File: src/hw/ebtec_cfg.svh
// offsets, field positions, reset values and timing counts of the timer block
`ifndef EBTEC_CFG_SVH
`define EBTEC_CFG_SVH

// ****************************************************************
// register addresses
// ****************************************************************
`define EBTEC_ADDR_MODE0    16'hFF70
`define EBTEC_ADDR_SEL0     16'hFF71
`define EBTEC_CH_STRIDE     16'h0004
`define EBTEC_ADDR_COUNT0   16'hFF60
`define EBTEC_ADDR_MATCH0   16'hFF64

// ****************************************************************
// mode control register fields
// ****************************************************************
`define EBTEC_MODE_TCE      7
`define EBTEC_MODE_PWM      6
`define EBTEC_MODE_CASC     4
`define EBTEC_MODE_LVS      3
`define EBTEC_MODE_LVR      2
`define EBTEC_MODE_INV      1
`define EBTEC_MODE_TOE      0
`define EBTEC_MODE_MASK0    8'hC3
`define EBTEC_MODE_MASK     8'hD3

// ****************************************************************
// clock select codes, prescaler and counter limits, reset values
// ****************************************************************
`define EBTEC_SEL_RISE      3'h0
`define EBTEC_SEL_FALL      3'h1
`define EBTEC_SEL_TOP       3'h7
`define EBTEC_PRESC_FULL    6'h3F
`define EBTEC_MODE_RST      8'h00
`define EBTEC_SEL_RST       3'h0
`define EBTEC_COUNT_RST     8'h00
`define EBTEC_COUNT_TOP     8'hFF
`define EBTEC_MATCH_RST     8'h00

`endif

File: src/hw/ebtec_pkg.sv
// types shared by the timer block
package ebtec_pkg;

  // ****************************************************************
  // per-stage state and block state with read return
  // ****************************************************************
  typedef struct packed {
    logic [7:0] mode;
    logic [2:0] sel;
    logic [7:0] count;
    logic [7:0] match;
    logic       tff;
    logic       meq;
    logic       irq;
    logic       pout;
  } ebtec_chan_t;

  typedef struct packed {
    ebtec_chan_t [2:0] ch;
    logic [15:0]       rdata;
    logic              rvalid;
  } ebtec_state_t;

  // ****************************************************************
  // count clock selector state
  // ****************************************************************
  typedef struct packed {
    logic [2:0] sync;
    logic [5:0] presc;
    logic       pend;
  } ebtec_sel_t;

endpackage

File: src/hw/ebtec_clk_sel.sv
// count clock selector: pin synchroniser, prescaler and read hold-off
`timescale 1ns/100ps
`include "ebtec_cfg.svh"

module ebtec_clk_sel
  import ebtec_pkg::*;
(
  // clock and reset
  input  wire logic       sys_clk_i,
  input  wire logic       rst_n_i,
  // control
  input  wire logic       enable_i,
  input  wire logic [2:0] sel_i,
  input  wire logic       hold_i,
  // event pin
  input  wire logic       event_pin_i,
  // count clock enable
  output logic            tick_o
);

  ebtec_sel_t st;
  ebtec_sel_t next_st;
  logic       raw;
  logic [5:0] mask;

  // ****************************************************************
  // tick generation
  // ****************************************************************
  always_comb
  begin
    next_st      = st;
    next_st.sync = {st.sync[1:0], event_pin_i};
    mask         = `EBTEC_PRESC_FULL >> (`EBTEC_SEL_TOP - sel_i);
    // edges are judged only between the second and third stages
    unique case (sel_i)
      `EBTEC_SEL_RISE: raw = st.sync[1] & ~st.sync[2];
      `EBTEC_SEL_FALL: raw = ~st.sync[1] & st.sync[2];
      default:         raw = ((st.presc & mask) == mask);
    endcase
    tick_o = 1'b0;
    if (!enable_i)
    begin
      // stopped stage keeps its prescaler cleared
      next_st.presc = 6'h00;
      next_st.pend  = 1'b0;
    end
    else
    begin
      next_st.presc = st.presc + 6'h01;
      if (hold_i)
        next_st.pend = raw | st.pend;
      else
      begin
        tick_o       = raw | st.pend;
        next_st.pend = 1'b0;
      end
    end
  end

  always_ff @(posedge sys_clk_i or negedge rst_n_i)
  begin
    if (!rst_n_i)
    begin
      st.sync  <= 3'h0;
      st.presc <= 6'h00;
      st.pend  <= 1'b0;
    end
    else
      st <= next_st;
  end

endmodule

File: src/hw/ebtec_top.sv
// three 8-bit timer/event counters with cascade pairing
//
// Function
// - three stages 50, 51, 52; 50 lacks cascade bit
// - read-only 8-bit counter, counts count clock
// - single modes four; cascade no PWM
// - cascade pairs only 50/51 and 51/52
// - 16-bit read of pair 50/51 supported
// - no 16-bit read for pair 51/52
// - counter read briefly holds count clock
// - counter clears: reset, enable off, match
// - either stage enable off clears pair
// - continuous compare; match raises interrupt, not PWM
// - match value 00H-FFH, writable while running
// - pair 50/51 compares 16 bits, both interrupts
// - pair 51/52 match raises 51 and 52 interrupts
// - match byte writes; 50/51 wide access
// - logic ignores match register reset value
// - each stage: own pin, mode, clock select
// - enable off stops, clears, kills prescaler
// - mode bit: clear-on-match or PWM
// - bit 4 of 51/52 selects cascade
`timescale 1ns/100ps
`include "ebtec_cfg.svh"

module ebtec_top
  import ebtec_pkg::*;
(
  // clock and reset
  input  wire logic        sys_clk_i,
  input  wire logic        resetn_i,
  // processor memory access
  input  wire logic [15:0] cpu_addr_i,
  input  wire logic [15:0] cpu_wdata_i,
  input  wire logic        cpu_wr_i,
  input  wire logic        cpu_rd_i,
  input  wire logic        cpu_wide_i,
  output logic      [15:0] cpu_rdata_o,
  output logic             cpu_rvalid_o,
  // event pins
  input  wire logic [2:0]  event_pin_i,
  // timer outputs and interrupts
  output logic      [2:0]  timer_out_pin_o,
  output logic      [2:0]  timer_out_en_n_o,
  output logic      [2:0]  match_irq_o
);

  // ****************************************************************
  // reset release
  // ****************************************************************
  logic [1:0] rst_q;
  logic       rst_n;

  always_ff @(posedge sys_clk_i or negedge resetn_i)
  begin
    if (!resetn_i)
      rst_q <= 2'h0;
    else
      rst_q <= {rst_q[0], 1'b1};
  end

  assign rst_n = rst_q[1];

  // ****************************************************************
  // state and derived terms
  // ****************************************************************
  ebtec_state_t st;
  ebtec_state_t next_st;

  logic       pair01;
  logic       pair12;
  logic [2:0] tce;
  logic [2:0] run;
  logic [2:0] upper;
  logic [2:0] lower;
  logic [2:0] pwm_eff;
  logic [2:0] eq;
  logic [2:0] tick;
  logic [2:0] inc;
  logic [2:0] carry;
  logic       wide01;
  logic       wide12;
  logic       count_rd;
  logic [1:0] base [3];
  logic [2:0] own_eq;
  logic [2:0] clr_match;
  logic [2:0] match_ev;
  logic [2:0] pwm_act;
  logic [2:0] hit_mode;
  logic [2:0] hit_sel;
  logic [2:0] hit_count;
  logic [2:0] hit_match;
  logic [2:0] wr_mode;
  logic [2:0] wr_sel;
  logic [2:0] wr_match;
  logic [2:0] lv_set;
  logic [2:0] lv_clr;
  logic [7:0] mode_mask [3];
  logic       wide_count;
  logic       wide_match;

  // a set 51 cascade bit wins; 52 cannot then join, so no 24-bit chain
  assign pair01 = st.ch[1].mode[`EBTEC_MODE_CASC];
  assign pair12 = st.ch[2].mode[`EBTEC_MODE_CASC] & ~pair01;

  assign upper = {pair12, pair01, 1'b0};
  assign lower = {1'b0, pair12, pair01};

  // ****************************************************************
  // enables and pairing
  // ****************************************************************
  genvar gi;
  generate
    for (gi = 0; gi < 3; gi++)
    begin : g_stage
      assign tce[gi]     = st.ch[gi].mode[`EBTEC_MODE_TCE];
      // PWM is a single-mode function only
      assign pwm_eff[gi] = st.ch[gi].mode[`EBTEC_MODE_PWM] & ~upper[gi] & ~lower[gi];
      assign carry[gi]   = inc[gi] & (st.ch[gi].count == `EBTEC_COUNT_TOP);
      assign own_eq[gi]  = (st.ch[gi].count == st.ch[gi].match);

      ebtec_clk_sel u_clk_sel
      (
        .sys_clk_i   (sys_clk_i),
        .rst_n_i     (rst_n),
        .enable_i    (tce[gi]),
        .sel_i       (st.ch[gi].sel),
        .hold_i      (count_rd),
        .event_pin_i (event_pin_i[gi]),
        .tick_o      (tick[gi])
      );
    end
  endgenerate

  // ****************************************************************
  // address decode
  // ****************************************************************
  generate
    for (gi = 0; gi < 3; gi++)
    begin : g_decode
      assign hit_mode[gi]  = (cpu_addr_i == (`EBTEC_ADDR_MODE0 + 16'(gi) * `EBTEC_CH_STRIDE));
      assign hit_sel[gi]   = (cpu_addr_i == (`EBTEC_ADDR_SEL0 + 16'(gi) * `EBTEC_CH_STRIDE));
      assign hit_count[gi] = (cpu_addr_i == (`EBTEC_ADDR_COUNT0 + 16'(gi)));
      assign hit_match[gi] = (cpu_addr_i == (`EBTEC_ADDR_MATCH0 + 16'(gi)));
      assign wr_mode[gi]   = cpu_wr_i & hit_mode[gi];
      assign wr_sel[gi]    = cpu_wr_i & hit_sel[gi];
      assign wr_match[gi]  = cpu_wr_i & hit_match[gi];
      // the prohibited strobe pair 1/1 is left without effect
      assign lv_set[gi]    = wr_mode[gi]
                           & cpu_wdata_i[`EBTEC_MODE_LVS] & ~cpu_wdata_i[`EBTEC_MODE_LVR];
      assign lv_clr[gi]    = wr_mode[gi]
                           & ~cpu_wdata_i[`EBTEC_MODE_LVS] & cpu_wdata_i[`EBTEC_MODE_LVR];
      // only stages 51 and 52 own a cascade bit
      assign mode_mask[gi] = (gi == 0) ? `EBTEC_MODE_MASK0 : `EBTEC_MODE_MASK;
    end
  endgenerate

  // wide accesses exist only while 50 and 51 are joined
  assign wide_count = cpu_wide_i & pair01 & hit_count[0];
  assign wide_match = cpu_wide_i & pair01 & hit_match[0];

  // either stage enable being low stops and clears the whole pair
  assign run[0] = pair01 ? (tce[0] & tce[1]) : tce[0];
  assign run[1] = pair01 ? (tce[0] & tce[1])
                : pair12 ? (tce[1] & tce[2]) : tce[1];
  assign run[2] = pair12 ? (tce[1] & tce[2]) : tce[2];

  // upper stage counts on the lower stage wrapping
  assign inc[0] = tick[0] & run[0];
  assign inc[1] = pair01 ? carry[0] : (tick[1] & run[1]);
  assign inc[2] = pair12 ? carry[1] : (tick[2] & run[2]);

  // stage whose count clock drives each counter
  assign base[0] = 2'h0;
  assign base[1] = pair01 ? 2'h0 : 2'h1;
  assign base[2] = pair12 ? 2'h1 : 2'h2;

  // ****************************************************************
  // compare
  // ****************************************************************
  assign wide01 = ({st.ch[1].count, st.ch[0].count} == {st.ch[1].match, st.ch[0].match});
  assign wide12 = ({st.ch[2].count, st.ch[1].count} == {st.ch[2].match, st.ch[1].match});

  assign eq[0] = pair01 ? wide01 : own_eq[0];
  assign eq[1] = pair01 ? wide01
               : pair12 ? wide12 : own_eq[1];
  assign eq[2] = pair12 ? wide12 : own_eq[2];

  // any counter read freezes the count clocks for that cycle
  assign count_rd = cpu_rd_i & (|hit_count);

  // ****************************************************************
  // match events
  // ****************************************************************
  generate
    for (gi = 0; gi < 3; gi++)
    begin : g_event
      // clear-and-start follows the count clock of the pair's lower stage
      assign clr_match[gi] = inc[base[gi]] & eq[gi]
                           & ~st.ch[base[gi]].mode[`EBTEC_MODE_PWM] & ~pwm_eff[gi];
      // one event per equality, however long the count rests on it
      assign match_ev[gi]  = eq[gi] & run[gi] & ~st.ch[gi].meq;
      assign pwm_act[gi]   = run[gi] & (st.ch[gi].count < st.ch[gi].match);
    end
  endgenerate

  // ****************************************************************
  // next state
  // ****************************************************************
  always_comb
  begin
    next_st        = st;
    next_st.rvalid = cpu_rd_i;
    next_st.rdata  = 16'h0000;

    for (int i = 0; i < 3; i++)
    begin
      // counter
      if (!run[i])
        next_st.ch[i].count = `EBTEC_COUNT_RST;
      else if (clr_match[i])
        next_st.ch[i].count = `EBTEC_COUNT_RST;
      else if (inc[i])
        next_st.ch[i].count = st.ch[i].count + 8'h01;

      // match event on the rising edge of equality
      next_st.ch[i].meq = eq[i] & run[i];
      next_st.ch[i].irq = match_ev[i] & ~pwm_eff[i];
      if (match_ev[i] & ~pwm_eff[i] & st.ch[i].mode[`EBTEC_MODE_INV])
        next_st.ch[i].tff = ~st.ch[i].tff;

      // PWM: active while the free-running count is below the match value
      next_st.ch[i].pout = pwm_eff[i]
                         ? (pwm_act[i] ^ st.ch[i].mode[`EBTEC_MODE_INV])
                         : st.ch[i].tff;

      // processor writes
      if (wr_mode[i])
        next_st.ch[i].mode = cpu_wdata_i[7:0] & mode_mask[i];
      // set/reset strobes act once and are never stored
      if (lv_set[i])
        next_st.ch[i].tff = 1'b1;
      else if (lv_clr[i])
        next_st.ch[i].tff = 1'b0;
      if (wr_sel[i])
        next_st.ch[i].sel = cpu_wdata_i[2:0];
      if (wr_match[i])
        next_st.ch[i].match = cpu_wdata_i[7:0];

      // processor reads
      if (cpu_rd_i & hit_mode[i])
        next_st.rdata = {8'h00, st.ch[i].mode};
      if (cpu_rd_i & hit_sel[i])
        next_st.rdata = {13'h0000, st.ch[i].sel};
      if (cpu_rd_i & hit_count[i])
        next_st.rdata = {8'h00, st.ch[i].count};
      if (cpu_rd_i & hit_match[i])
        next_st.rdata = {8'h00, st.ch[i].match};
    end

    // wide match write and wide reads exist only for the 50/51 pair
    if (cpu_wr_i & wide_match)
      next_st.ch[1].match = cpu_wdata_i[15:8];
    if (cpu_rd_i & wide_count)
      next_st.rdata = {st.ch[1].count, st.ch[0].count};
    if (cpu_rd_i & wide_match)
      next_st.rdata = {st.ch[1].match, st.ch[0].match};
  end

  // ****************************************************************
  // state register
  // ****************************************************************
  always_ff @(posedge sys_clk_i or negedge rst_n)
  begin
    if (!rst_n)
    begin
      for (int i = 0; i < 3; i++)
      begin
        st.ch[i].mode  <= `EBTEC_MODE_RST;
        st.ch[i].sel   <= `EBTEC_SEL_RST;
        st.ch[i].count <= `EBTEC_COUNT_RST;
        // nominal only: nothing relies on this value
        st.ch[i].match <= `EBTEC_MATCH_RST;
        st.ch[i].tff   <= 1'b0;
        st.ch[i].meq   <= 1'b0;
        st.ch[i].irq   <= 1'b0;
        st.ch[i].pout  <= 1'b0;
      end
      st.rdata  <= 16'h0000;
      st.rvalid <= 1'b0;
    end
    else
      st <= next_st;
  end

  // ****************************************************************
  // outputs
  // ****************************************************************
  assign cpu_rdata_o  = st.rdata;
  assign cpu_rvalid_o = st.rvalid;

  generate
    for (gi = 0; gi < 3; gi++)
    begin : g_out
      assign timer_out_pin_o[gi]  = st.ch[gi].pout;
      assign timer_out_en_n_o[gi] = ~st.ch[gi].mode[`EBTEC_MODE_TOE];
      assign match_irq_o[gi]      = st.ch[gi].irq;
    end
  endgenerate

endmodule

File: config.mk
export PLATFORM = sky130hd
export DESIGN_NAME = ebtec_top
export DESIGN_NICKNAME = d
export VERILOG_FILES = /design/src/hw/ebtec_pkg.sv /design/src/hw/ebtec_clk_sel.sv /design/src/hw/ebtec_top.sv
export VERILOG_INCLUDE_DIRS = /design/src /design/src/hw
export SDC_FILE = /design/constraint.sdc
export NUM_CORES = 1
export LEC_CHECK = 0
export ABC_AREA = 1
export BUFFER_PORTS_ARGS = -buffer_cell sky130_fd_sc_hd__clkbuf_2
export CAP_MARGIN = 20
export CORE_MARGIN = 10
export CORE_UTILIZATION = 35
export CTS_CLUSTER_DIAMETER = 80
export DETAILED_ROUTE_END_ITERATION = 8
export PLACE_DENSITY = 0.54
export SYNTH_ARGS = -nofsm -noshare
export SYNTH_HDL_FRONTEND = slang
export SYNTH_SLANG_ARGS = --single-unit
File: constraint.sdc
create_clock -name sys_clk_i -period 5.2 [get_ports sys_clk_i]
set_input_delay 0.26 -clock sys_clk_i [delete_from_list [all_inputs] [get_ports sys_clk_i]]
set_output_delay 0.26 -clock sys_clk_i [all_outputs]
set_load 0.02 [all_outputs]
# Word-level counts from Yosys, hierarchy flattened
# Cells that the tools add are included.
# Widths: inputs -> output; s select.
# totals
romBits,0
word_cells,277
ram_bits,0
output_inout_bits,26
memories,0
latch_bits,0
regBits,132
inputBits,40
# op_classes
muxes,72
bitwise,116
n_shift,3
div_mod_pow,0
addsub,9
n_reduce_logical,8
mul,0
n_eq_ne,28
order_cmp,5
# op_table
operator,n
$mux 16,13
$eq 16x16->1 const B,12
$bmux 31 s2,2
$mux 8,12
$and 1x1->1,82
$mux 30,2
$mux 1,34
$eq 16x16->1,2
$not 1->1,25
$add 8x1->8 const B,3
$eq 8x8->1,3
$lt 8x8->1,3
$mux 7,3
$add 6x1->6 const B,3
$and 6x6->6,3
$eq 6x6->1,3
$shr 6x3->6 const A,3
$eq 8x8->1 const B,2
$eq 3x1->1 const B,3
$logic_not 3->1,3
$ne 3x1->1 const B,3
$reduce_bool 3->1,3
$sub 3x3->3 const A,3
$pmux 1 s2,3
other kinds (8),13

# Logic depth before layout (Yosys ltp)
# Gate-level depths: netlist of the first run.
# depth
depth_word,20
depth_mapped,20
depth_no_buf,20

# Cells and area by module
# A second synthesis of the first run with hierarchy kept.
# hier_totals
hier_cells,970
area_unflattened_um2,7627.3
# modules_own_cells
mod,instances,seq_area_each_um2,area_per_inst_um2,cells_each
ebtec_top,1,2552.4,6242.2,805
ebtec_clk_sel,3,250.2,461.7,55

# Worst setup path before layout of the first run
# No wires, ideal clock.
# synth_timing
kind,register to register
from,reg st[36] (netlist name)
to,reg st[51] (netlist name)
setup_ns,0.083
path_slack_ns,3.291
synth_period_minus_slack_ns,1.909
path_buffers,0
arrival_time_ns,1.826
required_ns,5.117
stages_incl_launch_ff,13
cell_sequence,dfrtp_1 ha_1 nand2_1 inv_1 nand3_1 nor4_1 nor2_1 nor2_1 nand2_1 nor4_1 xor2_1 o21ai_0 o21ai_0
# synth_via
elab_chain_cells,7
# synth_rtl
element,line,rtl
start: declaration,ebtec_top.sv:67,ebtec_state_t st;
start signal: assignment,ebtec_top.sv:293,st <= next_st;
$eq 16x16->1,ebtec_top.sv:181,"assign wide01 = ({st.ch[1].count, st.ch[0].count} == {st.ch[1].match, st.ch[0].match});"
$mux 1,ebtec_top.sv:185,assign eq[1] = pair01 ? wide01
$and 1x1->1 (2 in a row),ebtec_top.sv:202,assign match_ev[gi] = eq[gi] & run[gi] & ~st.ch[gi].meq;
$and 1x1->1 (2 in a row),ebtec_top.sv:229,if (match_ev[i] & ~pwm_eff[i] & st.ch[i].mode[`EBTEC_MODE_INV])
$reduce_bool 3->1 (no line),-,
# Every way passes these cells.
# A chain may end at the register's enable or synchronous reset.

# Worst setup path in the final report of the first run
# layout_timing
from,"reg st, in the netlist lower[0]"
to,reg st[91] (netlist name)
# layout_via
elab_chain_cells,15
elab_cells_between_ends,29
cone_classes,1 x eq/ne; 14 x mux; 14 x bitwise
# layout_rtl
element,line,rtl
$not 1->1,ebtec_top.sv:104,assign pair12 = st.ch[2].mode[`EBTEC_MODE_CASC] & ~pair01;
$and 1x1->1,ebtec_top.sv:104,
$mux 1,ebtec_top.sv:165,: pair12 ? (tce[1] & tce[2]) : tce[1];
$mux 1,ebtec_top.sv:164,assign run[1] = pair01 ? (tce[0] & tce[1])
$and 1x1->1,ebtec_top.sv:170,assign inc[1] = pair01 ? carry[0] : (tick[1] & run[1]);
$mux 1,ebtec_top.sv:170,
$and 1x1->1,ebtec_top.sv:119,assign carry[gi] = inc[gi] & (st.ch[gi].count == `EBTEC_COUNT_TOP);
$mux 1,ebtec_top.sv:171,assign inc[2] = pair12 ? carry[1] : (tick[2] & run[2]);
$bmux 1 s2,ebtec_top.sv:199,assign clr_match[gi] = inc[base[gi]] & eq[gi]
$mux 1 (implied by the code),ebtec_top.sv:199,
$and 1x1->1 (3 in a row),ebtec_top.sv:199,
$mux 8,ebtec_top.sv:221,else if (clr_match[i])
$mux 8,ebtec_top.sv:219,if (!run[i])
# Several ways; a longest one is shown, not always the timed one. The select of a mux whose other input is x is not followed.

==> results of run 1 <==
## power groups by stage
stage	clock, mW	sequential, mW	combinational, mW
final	1.23	1.04	0.0715
after floorplan	0	1.07	0.0198
after detailed placement	0	1.06	0.0712
after global placement	0	1.06	0.0711
after CTS	1.25	1.04	0.0737
after global routing	1.30	1.04	0.0799
## cells in the final DEF, fill, tap and decap left out, types with 8 or more instances in the layout
master and count:
inv_1 150, nand3_1 56, nand4_1 17, o21ai_0 117, nor2_1 81, dfrtp_1 131
a21oi_1 45, xor2_1 14, nor3_1 12, nor2_2 8, o22ai_1 10, clkbuf_2 65
nand2_1 182, clkbuf_16 17, o32ai_1 9, ha_1 30
## sequential cells by signal, summed over array words and instances (netlist names)
signal	flops
st	76
g_stage.u_clk_sel.st	24
cpu_rdata_o	16
g_stage.u_clk_sel.next_st	6
match_irq_o	3
timer_out_pin_o	3
rst_q	2
cpu_rvalid_o	1
lower	1
## path summary, 6_finish.rpt
kind / from / to / cells past startpoint
min: cpu_wdata_i[6] / st[27]$_DFFE_PN0P_ / 3
min in group asynchronous: resetn_i / rst_q[1]$_DFF_PN0_ / 2
max reg2reg: lower[0]$_DFFE_PN0P_ / st[91]$_DFFE_PN0P_ / 9
min reg2reg: rst_q[1]$_DFF_PN0_ / st[26]$_DFFE_PN0P_ / 0
max in group asynchronous: rst_q[1]$_DFF_PN0_ / g_stage[2].u_clk_sel.st[4]$_DFF_PN0_ / 1
max: lower[0]$_DFFE_PN0P_ / st[91]$_DFFE_PN0P_ / 9
## per-stage QoR
stage / worst slack, ns / power (mW)
floorplan: 1.250 / 1.087
global placement: 2.383 / 1.129
detailed placement: 2.375 / 1.129
CTS: 2.469 / 2.363
global route: 2.265 / 2.418
finish: 2.424 / 2.345
## logic make-up (layout without fill, tap and decap cells)
logic type	after synthesis	after routing	share of synthesized area
AND/OR/NAND/NOR	382	382	0.2267
AO/OA/AOI/OAI	214	214	0.1618
buffers and inverters	194	262	0.1081
flip-flops	132	132	0.4337
adder cells (fa/ha/maj)	30	30	0.04929
XOR/XNOR	16	16	0.01840
other	1	1	0.0004924
multiplexers	1	1	0.001478
## worst reg2reg max path, cell delays in order (launching register included)
cell      delay [ns]
dfrtp_1         0.63
nor2_1          0.24
a221oi_2        0.53
nand3_2         0.17
nor2_1          0.27
nand3_1         0.12
nand2_1         0.33
inv_1           0.20
nand3_1         0.11
nand2_1         0.06
## cell type report
type                            instances  area [sq um]
Clock inverter                         12         128.9
Timing Repair Buffer                   72         387.9
Sequential cell                       132          3307
Clock buffer                           20         466.7
Fill cell                            2238         12500
Inverter                              158         595.6
Tap cell                              275         344.1
Multi-Input combinational cell        644          3490
## per-layer routing
layer / vias up / track usage / routed length [um] / share of wire
li1: 3293 / - / - / -
met1: 3302 / 0.2271 / 11000 / 0.45
met2: 226 / 0.2838 / 11700 / 0.48
met3: 29 / 0.02832 / 1293 / 0.053
met4: 0 / 0.05299 / 448 / 0.018
met5: - / 0 / 0 / 0
## repair_timing
action / 4_1_cts / 5_1_grt
endpoints found under the hold margin: 5 / 0
endpoints found under the setup margin: 0 / 0
hold buffers: 4 / 0
==> summary.md, run 1 <==
| Metric | Value |
|---|---|
| Worst-Margin Slew | 1.023 ns |
| Placement Rows | 53 |
| Core area | 21220 sq um |
| Clock skew | 0.01057 ns |
| Worst path bufs/invs | 1 |
| CP Data Arrival Time | 3.10 ns |
| Max-Cap Viols | 0 |
| Minimum clock period after layout | 2.776 ns |
| Final hold viol count | 0 |
| Width of the die | 167.5 um |
| Count leader, synth | nand2_1 |
| TritonCTS Buffers | 17 |
| GRT Residual Overflow | 0 |
| Sw frac | 0.2348 |
| Max-Slew Margin vs Limit | 0.3154 |
| Crit-path slowest cell | dfrtp_1 |
| Worst vdd ir | 0.1758 mV |
| Critical path peak fanout | 11 |
| Starting density of the core | 0.3589 |
| Async set-reset flop share out of synthesis | 1.000 |
| Vias in the first global route | 6758 |
| Routed vias | 6850 |
| Comb power frac | 0.030 |
| Min-Delay Path Class | primary input to register |
| Psw | 550.6 uW |
| Synthesis Warnings | 0 |
| Share of layout cells above drive strength 1 | 0.1387 |
| Fin area | 8720 sq um |
| Setup Fix Bufs, Post-CTS | 0 |
| P per Cell Area | 268.9 nW/um^2 |
| TritonRoute pass-1 iters | 5 |
| Antenna cells | 0 |
| DP Area | 8084 sq um |
| Area leader, netlist | dfrtp_1 |
| Initial antenna violation count | 0 |
| H-tree depth | 4 |
| Syn nets | 1040 |
| WHS | 0.05845 ns |
| Number of synthesized flops with an enable pin | 0 |
| Post-CTS resize count | 0 |
| Non-Filler Instances | 1313 |
| Via density | 5.217 |
| WP data required | 5.52 ns |
| Slew Limit Fails | 0 |
| Post-synth top flop | dfrtp_1 |
| Fin crit share | 0.5338 |
| Post-synthesis cell count | 970 |
| Max Freq | 360.3 MHz |
| P_int | 1.794 mW |
| Clock power frac | 0.527 |
| Clock Tree Buf Depth | 2 |
| Top cell type's share of synthesized area | 0.4337 |
| Top post-synthesis cells by area | dfrtp_1, nand2_1, o21ai_0, inv_1, ha_1 |
| Clock Latency Late Sink | 0.43 ns |
| Avg Inst Size Synth | 7.852 sq um |
| Crit start category | register |
| Area Growth Syn to Fin | 14.49% |
| Iter 0 DRT Violations | 643 |
| Port bufs | 65 |
| List of most frequent post-synthesis cells | nand2_1, inv_1, dfrtp_1, o21ai_0, nor2_1 |
| Unrepaired setup endpoints after global routing | no |
| TritonCTS clock tree | yes |
| Final setup violation count | 0 |
| GRT Util Overall | 0.1727 |
| Die ar. | 28060 sq um |
| Final nets | 1095 |
| Synth cell types | 50 |
| DRC violations left | 0 |
| Leakage | 4.269 nW |
| Routed length per placed instance | 18.62 um |
| CTS Root Cell | clkbuf_16 |
| Drt total wl | 24.44 mm |
| Mapped Area | 7616 sq um |
| Largest net degree at the start of global routing | 56 |
| Synth Register Bits | 132 |
| Critical path cell sequence | nor2_1 -> a221oi_2 -> nand3_2 -> nor2_1 -> nand3_1 -> nand2_1 -> inv_1 -> nand3_1 -> nand2_1 |
| Worst path top cell family by delay | simple AND/OR/NAND/NOR gates |
| Largest stage delay on the critical path | 0.63 ns |
| Number of antenna-violating nets in the routed design | 0 |
| Final Util | 0.4109 |
| HPWL Detailed | 18.69 mm |
| Final RePlAce weighted congestion | 0.9535 |
| Total I/O pin count | 66 |
| DIE HEIGHT | 167.5 um |
| Clk pin slew, worst setup/hold paths | 0.06 ns |
| Flop2flop setup slack | 2.42 ns |
| Clk sinks | 132 |
| Global-route wire length before repair | 38.37 mm |
| Total negative slack | 0 ns |
| Register area share after synthesis | 0.4337 |
| Status | completed |
| Sequential fraction of design power | 0.443 |
| Critical path class | register to register |
| Crit end category | register |
| Inst Count DP | 1277 |
(Power assumes the default switching activity.)
==> inputs of run 2 (changes only) <==
--- a/config.mk
+++ b/config.mk
@@ -13,7 +13,7 @@
 export CORE_UTILIZATION = 35
 export CTS_CLUSTER_DIAMETER = 80
 export DETAILED_ROUTE_END_ITERATION = 8
-export PLACE_DENSITY = 0.54
+export PLACE_DENSITY = 0.55
 export SYNTH_ARGS = -nofsm -noshare
 export SYNTH_HDL_FRONTEND = slang
 export SYNTH_SLANG_ARGS = --single-unit
==> constraint.sdc (replaced) <==
create_clock -name sys_clk_i -period 2.4 [get_ports sys_clk_i]
set_input_delay 0.12 -clock sys_clk_i [delete_from_list [all_inputs] [get_ports sys_clk_i]]
set_output_delay 0.12 -clock sys_clk_i [all_outputs]
set_load 0.02 [all_outputs]
==> run 2 against run 1 <==
  * Die area is the same
  * First-iteration DRC count is 15% higher
  * Cell count up 6.5%
  * Global-route usage up 0.44 points
  * Clock-buffer cell count did not move
  * Routed wire length up 2.3%
  * Sequential power rose by 120%
  * Non-clock buffer count up 86
  * Sequential share of layout area decreased by 3.2 points
  * Utilization up 3.8 points
  * Sequential cell count did not move
  * Critical endpoint is now st[51]$_DFFE_PN0P_
  * Total power grew 120%
==> summary.md, run 2 (same netlist as run 1, synthesis figures left out) <==
| Metric | Value |
|---|---|
| Comb power frac | 0.037 |
| Final setup violation count | 0 |
| Commonest non-fill, non-tap cell in the layout | nand2_1 |
| CP Data Arrival Time | 2.64 ns |
| Minimum clock period after layout | 2.288 ns |
| Drt total wl | 25.01 mm |
| Critical path cell sequence | ha_4 -> nand2_2 -> inv_2 -> nand3_2 -> nor4_2 -> buf_4 -> nor2_2 -> nor2_2 -> nand2_2 -> nor4_2 -> xor2_1 -> o21ai_1 -> o21ai_1 |
| WHS | 0.01100 ns |
| Most frequent cells in the layout | nand2_1, inv_1, dfrtp_1 |
| Max layer used | met4 |
| Post-route setup slack | 0.1120 ns |
| Largest stage delay on the critical path | 0.44 ns |
| Top reg by flops | st |
| Max Freq | 437.1 MHz |
| GRT Residual Overflow | 0 |
| Non-Filler Instances | 1399 |
| Sequential fraction of design power | 0.439 |
| Inst Count DP | 1338 |
| Fin crit share | 0.9533 |
| Critical path class | register to register |
| Dpl ws | -0.09363 ns |
| Area Growth Syn to Fin | 25.04% |
| Core area | 21220 sq um |
| TritonRoute pass-1 iters | 7 |
| Initial antenna violation count | 0 |
| Multi-input gate area | 3581 sq um |
| Clock skew | 0.006276 ns |
| Largest net degree at the start of global routing | 44 |
| Status | completed |
| Width of the die | 167.5 um |
| WL met1 | 11.05 mm |
| Clock Tree Buf Depth | 2 |
| WP data required | 2.75 ns |
| Placement Rows | 53 |
| DP Area | 8567 sq um |
| P_int | 3.915 mW |
| Min-Delay Path Class | primary input to register |
| Met3 routed WL | 1.375 mm |
| Max-Cap Viols | 0 |
| Clock power frac | 0.524 |
| CTS Root Cell | clkbuf_16 |
| Crit end category | register |
| Final RePlAce weighted congestion | 0.9350 |
| Critical path peak fanout | 4 |
| Routed vias | 7179 |
| Via density | 5.132 |
| DIE HEIGHT | 167.5 um |
| FF/Latch Area | 3308 sq um |
| Clk sinks | 132 |
| Total negative slack | 0 ns |
| P per Cell Area | 537.4 nW/um^2 |
| DRC violations left | 0 |
| Worst-Margin Slew | 0.6517 ns |
| Global-route wire length before repair | 39.20 mm |
| Number of antenna-violating nets in the routed design | 0 |
| Clock Latency Late Sink | 0.43 ns |
| Crit-path slowest cell | dfrtp_1 |
| H-tree depth | 4 |
| TritonCTS clock tree | yes |
| Final hold viol count | 0 |
| Worst vdd ir | 0.3769 mV |
| Largest register FFs | 76 |
| Vias in the first global route | 7060 |
| Starting density of the core | 0.3589 |
| Sw frac | 0.2351 |
| Clk pin slew, worst setup/hold paths | 0.06 ns |
| Crit start category | register |
| Met2 Wirelength | 12.13 mm |
| Total I/O pin count | 66 |
| TritonCTS Buffers | 17 |
| Routed length per placed instance | 17.87 um |
| Psw | 1.203 mW |
| HPWL Detailed | 19.16 mm |
| Max-Slew Margin vs Limit | 0.5643 |
| Share of layout cells above drive strength 1 | 0.2091 |
| Port bufs | 65 |
| Leakage | 4.692 nW |
| Fin area | 9523 sq um |
| Antenna cells | 0 |
| Slew Limit Fails | 0 |
| Final nets | 1181 |
| GRT Util Overall | 0.1771 |
| Die ar. | 28060 sq um |
| Iter 0 DRT Violations | 737 |
| Unrepaired setup endpoints after global routing | yes |
| Fillers | 2163 |
run 2: path summary, 6_finish.rpt:
| path | endpoint | slack [ns] | start | cells past startpoint |
|---|---|---|---|---|
| hold / removal | st[58]$_DFFE_PN0P_ | 0.01 | cpu_wdata_i[14] | 3 |
| hold reg to reg | st[22]$_DFFE_PN0P_ | 0.21 | rst_q[1]$_DFF_PN0_ | 0 |
| min in group asynchronous | st[22]$_DFFE_PN0P_ | 0.21 | rst_q[1]$_DFF_PN0_ | 0 |
| setup / recovery | st[51]$_DFFE_PN0P_ | 0.11 | st[35]$_DFFE_PN0P_ | 13 |
| max in group asynchronous | st[39]$_DFFE_PN0P_ | 1.49 | rst_q[1]$_DFF_PN0_ | 1 |
| setup reg to reg | st[51]$_DFFE_PN0P_ | 0.11 | st[35]$_DFFE_PN0P_ | 13 |
run 2: power groups by stage:
stage,combinational [mW],clock [mW],sequential [mW]
2_1_floorplan,0.0428,0,2.31
3_3_place_gp,0.167,0,2.29
3_5_place_dp,0.167,0,2.29
4_1_cts,0.194,2.72,2.25
5_1_grt,0.213,2.81,2.25
6_report,0.191,2.68,2.25
run 2: repair_timing:
item,4_1_cts,5_1_grt
resized for setup,2,25
hold endpoints to repair,20,0
hold buffers,20,0
pin swaps,0,12
endpoints found under the setup margin,2,17
buffers inserted,0,9
run 2: final cells by class:
class / instances / share of cell area
Clock buffer: 20 / 0.04901
Clock inverter: 12 / 0.01353
Timing Repair Buffer: 158 / 0.1154
Tap cell: 275 / 0.03613
Multi-Input combinational cell: 644 / 0.3760
Sequential cell: 132 / 0.3474
Inverter: 158 / 0.06254
run 2: metal layers:
metal	up-vias	track usage
li1	3474	-
met3	30	0.04003
met4	0	0.04958
met5	-	0
met2	232	0.2978
met1	3443	0.2224
run 2: worst max-delay path, delay by kind of cell (launching register included):
family          cells  cell delay [ns]
xor+xnor            1             0.16
compound gates      2             0.15
simple gates        7             0.95
buf+inv             2             0.22
flops               1             0.44
fa+ha+maj           1             0.29
run 2: metrics by stage:
| stage | util | power (mW) |
|---|---|---|
| 5_1_grt | 0.4488 | 5.276 |
| 3_3_place_gp | 0.4037 | 2.455 |
| 6_report | 0.4488 | 5.118 |
| 2_1_floorplan | - | 2.355 |
| 4_1_cts | 0.4418 | 5.166 |
| 3_5_place_dp | 0.4037 | 2.456 |
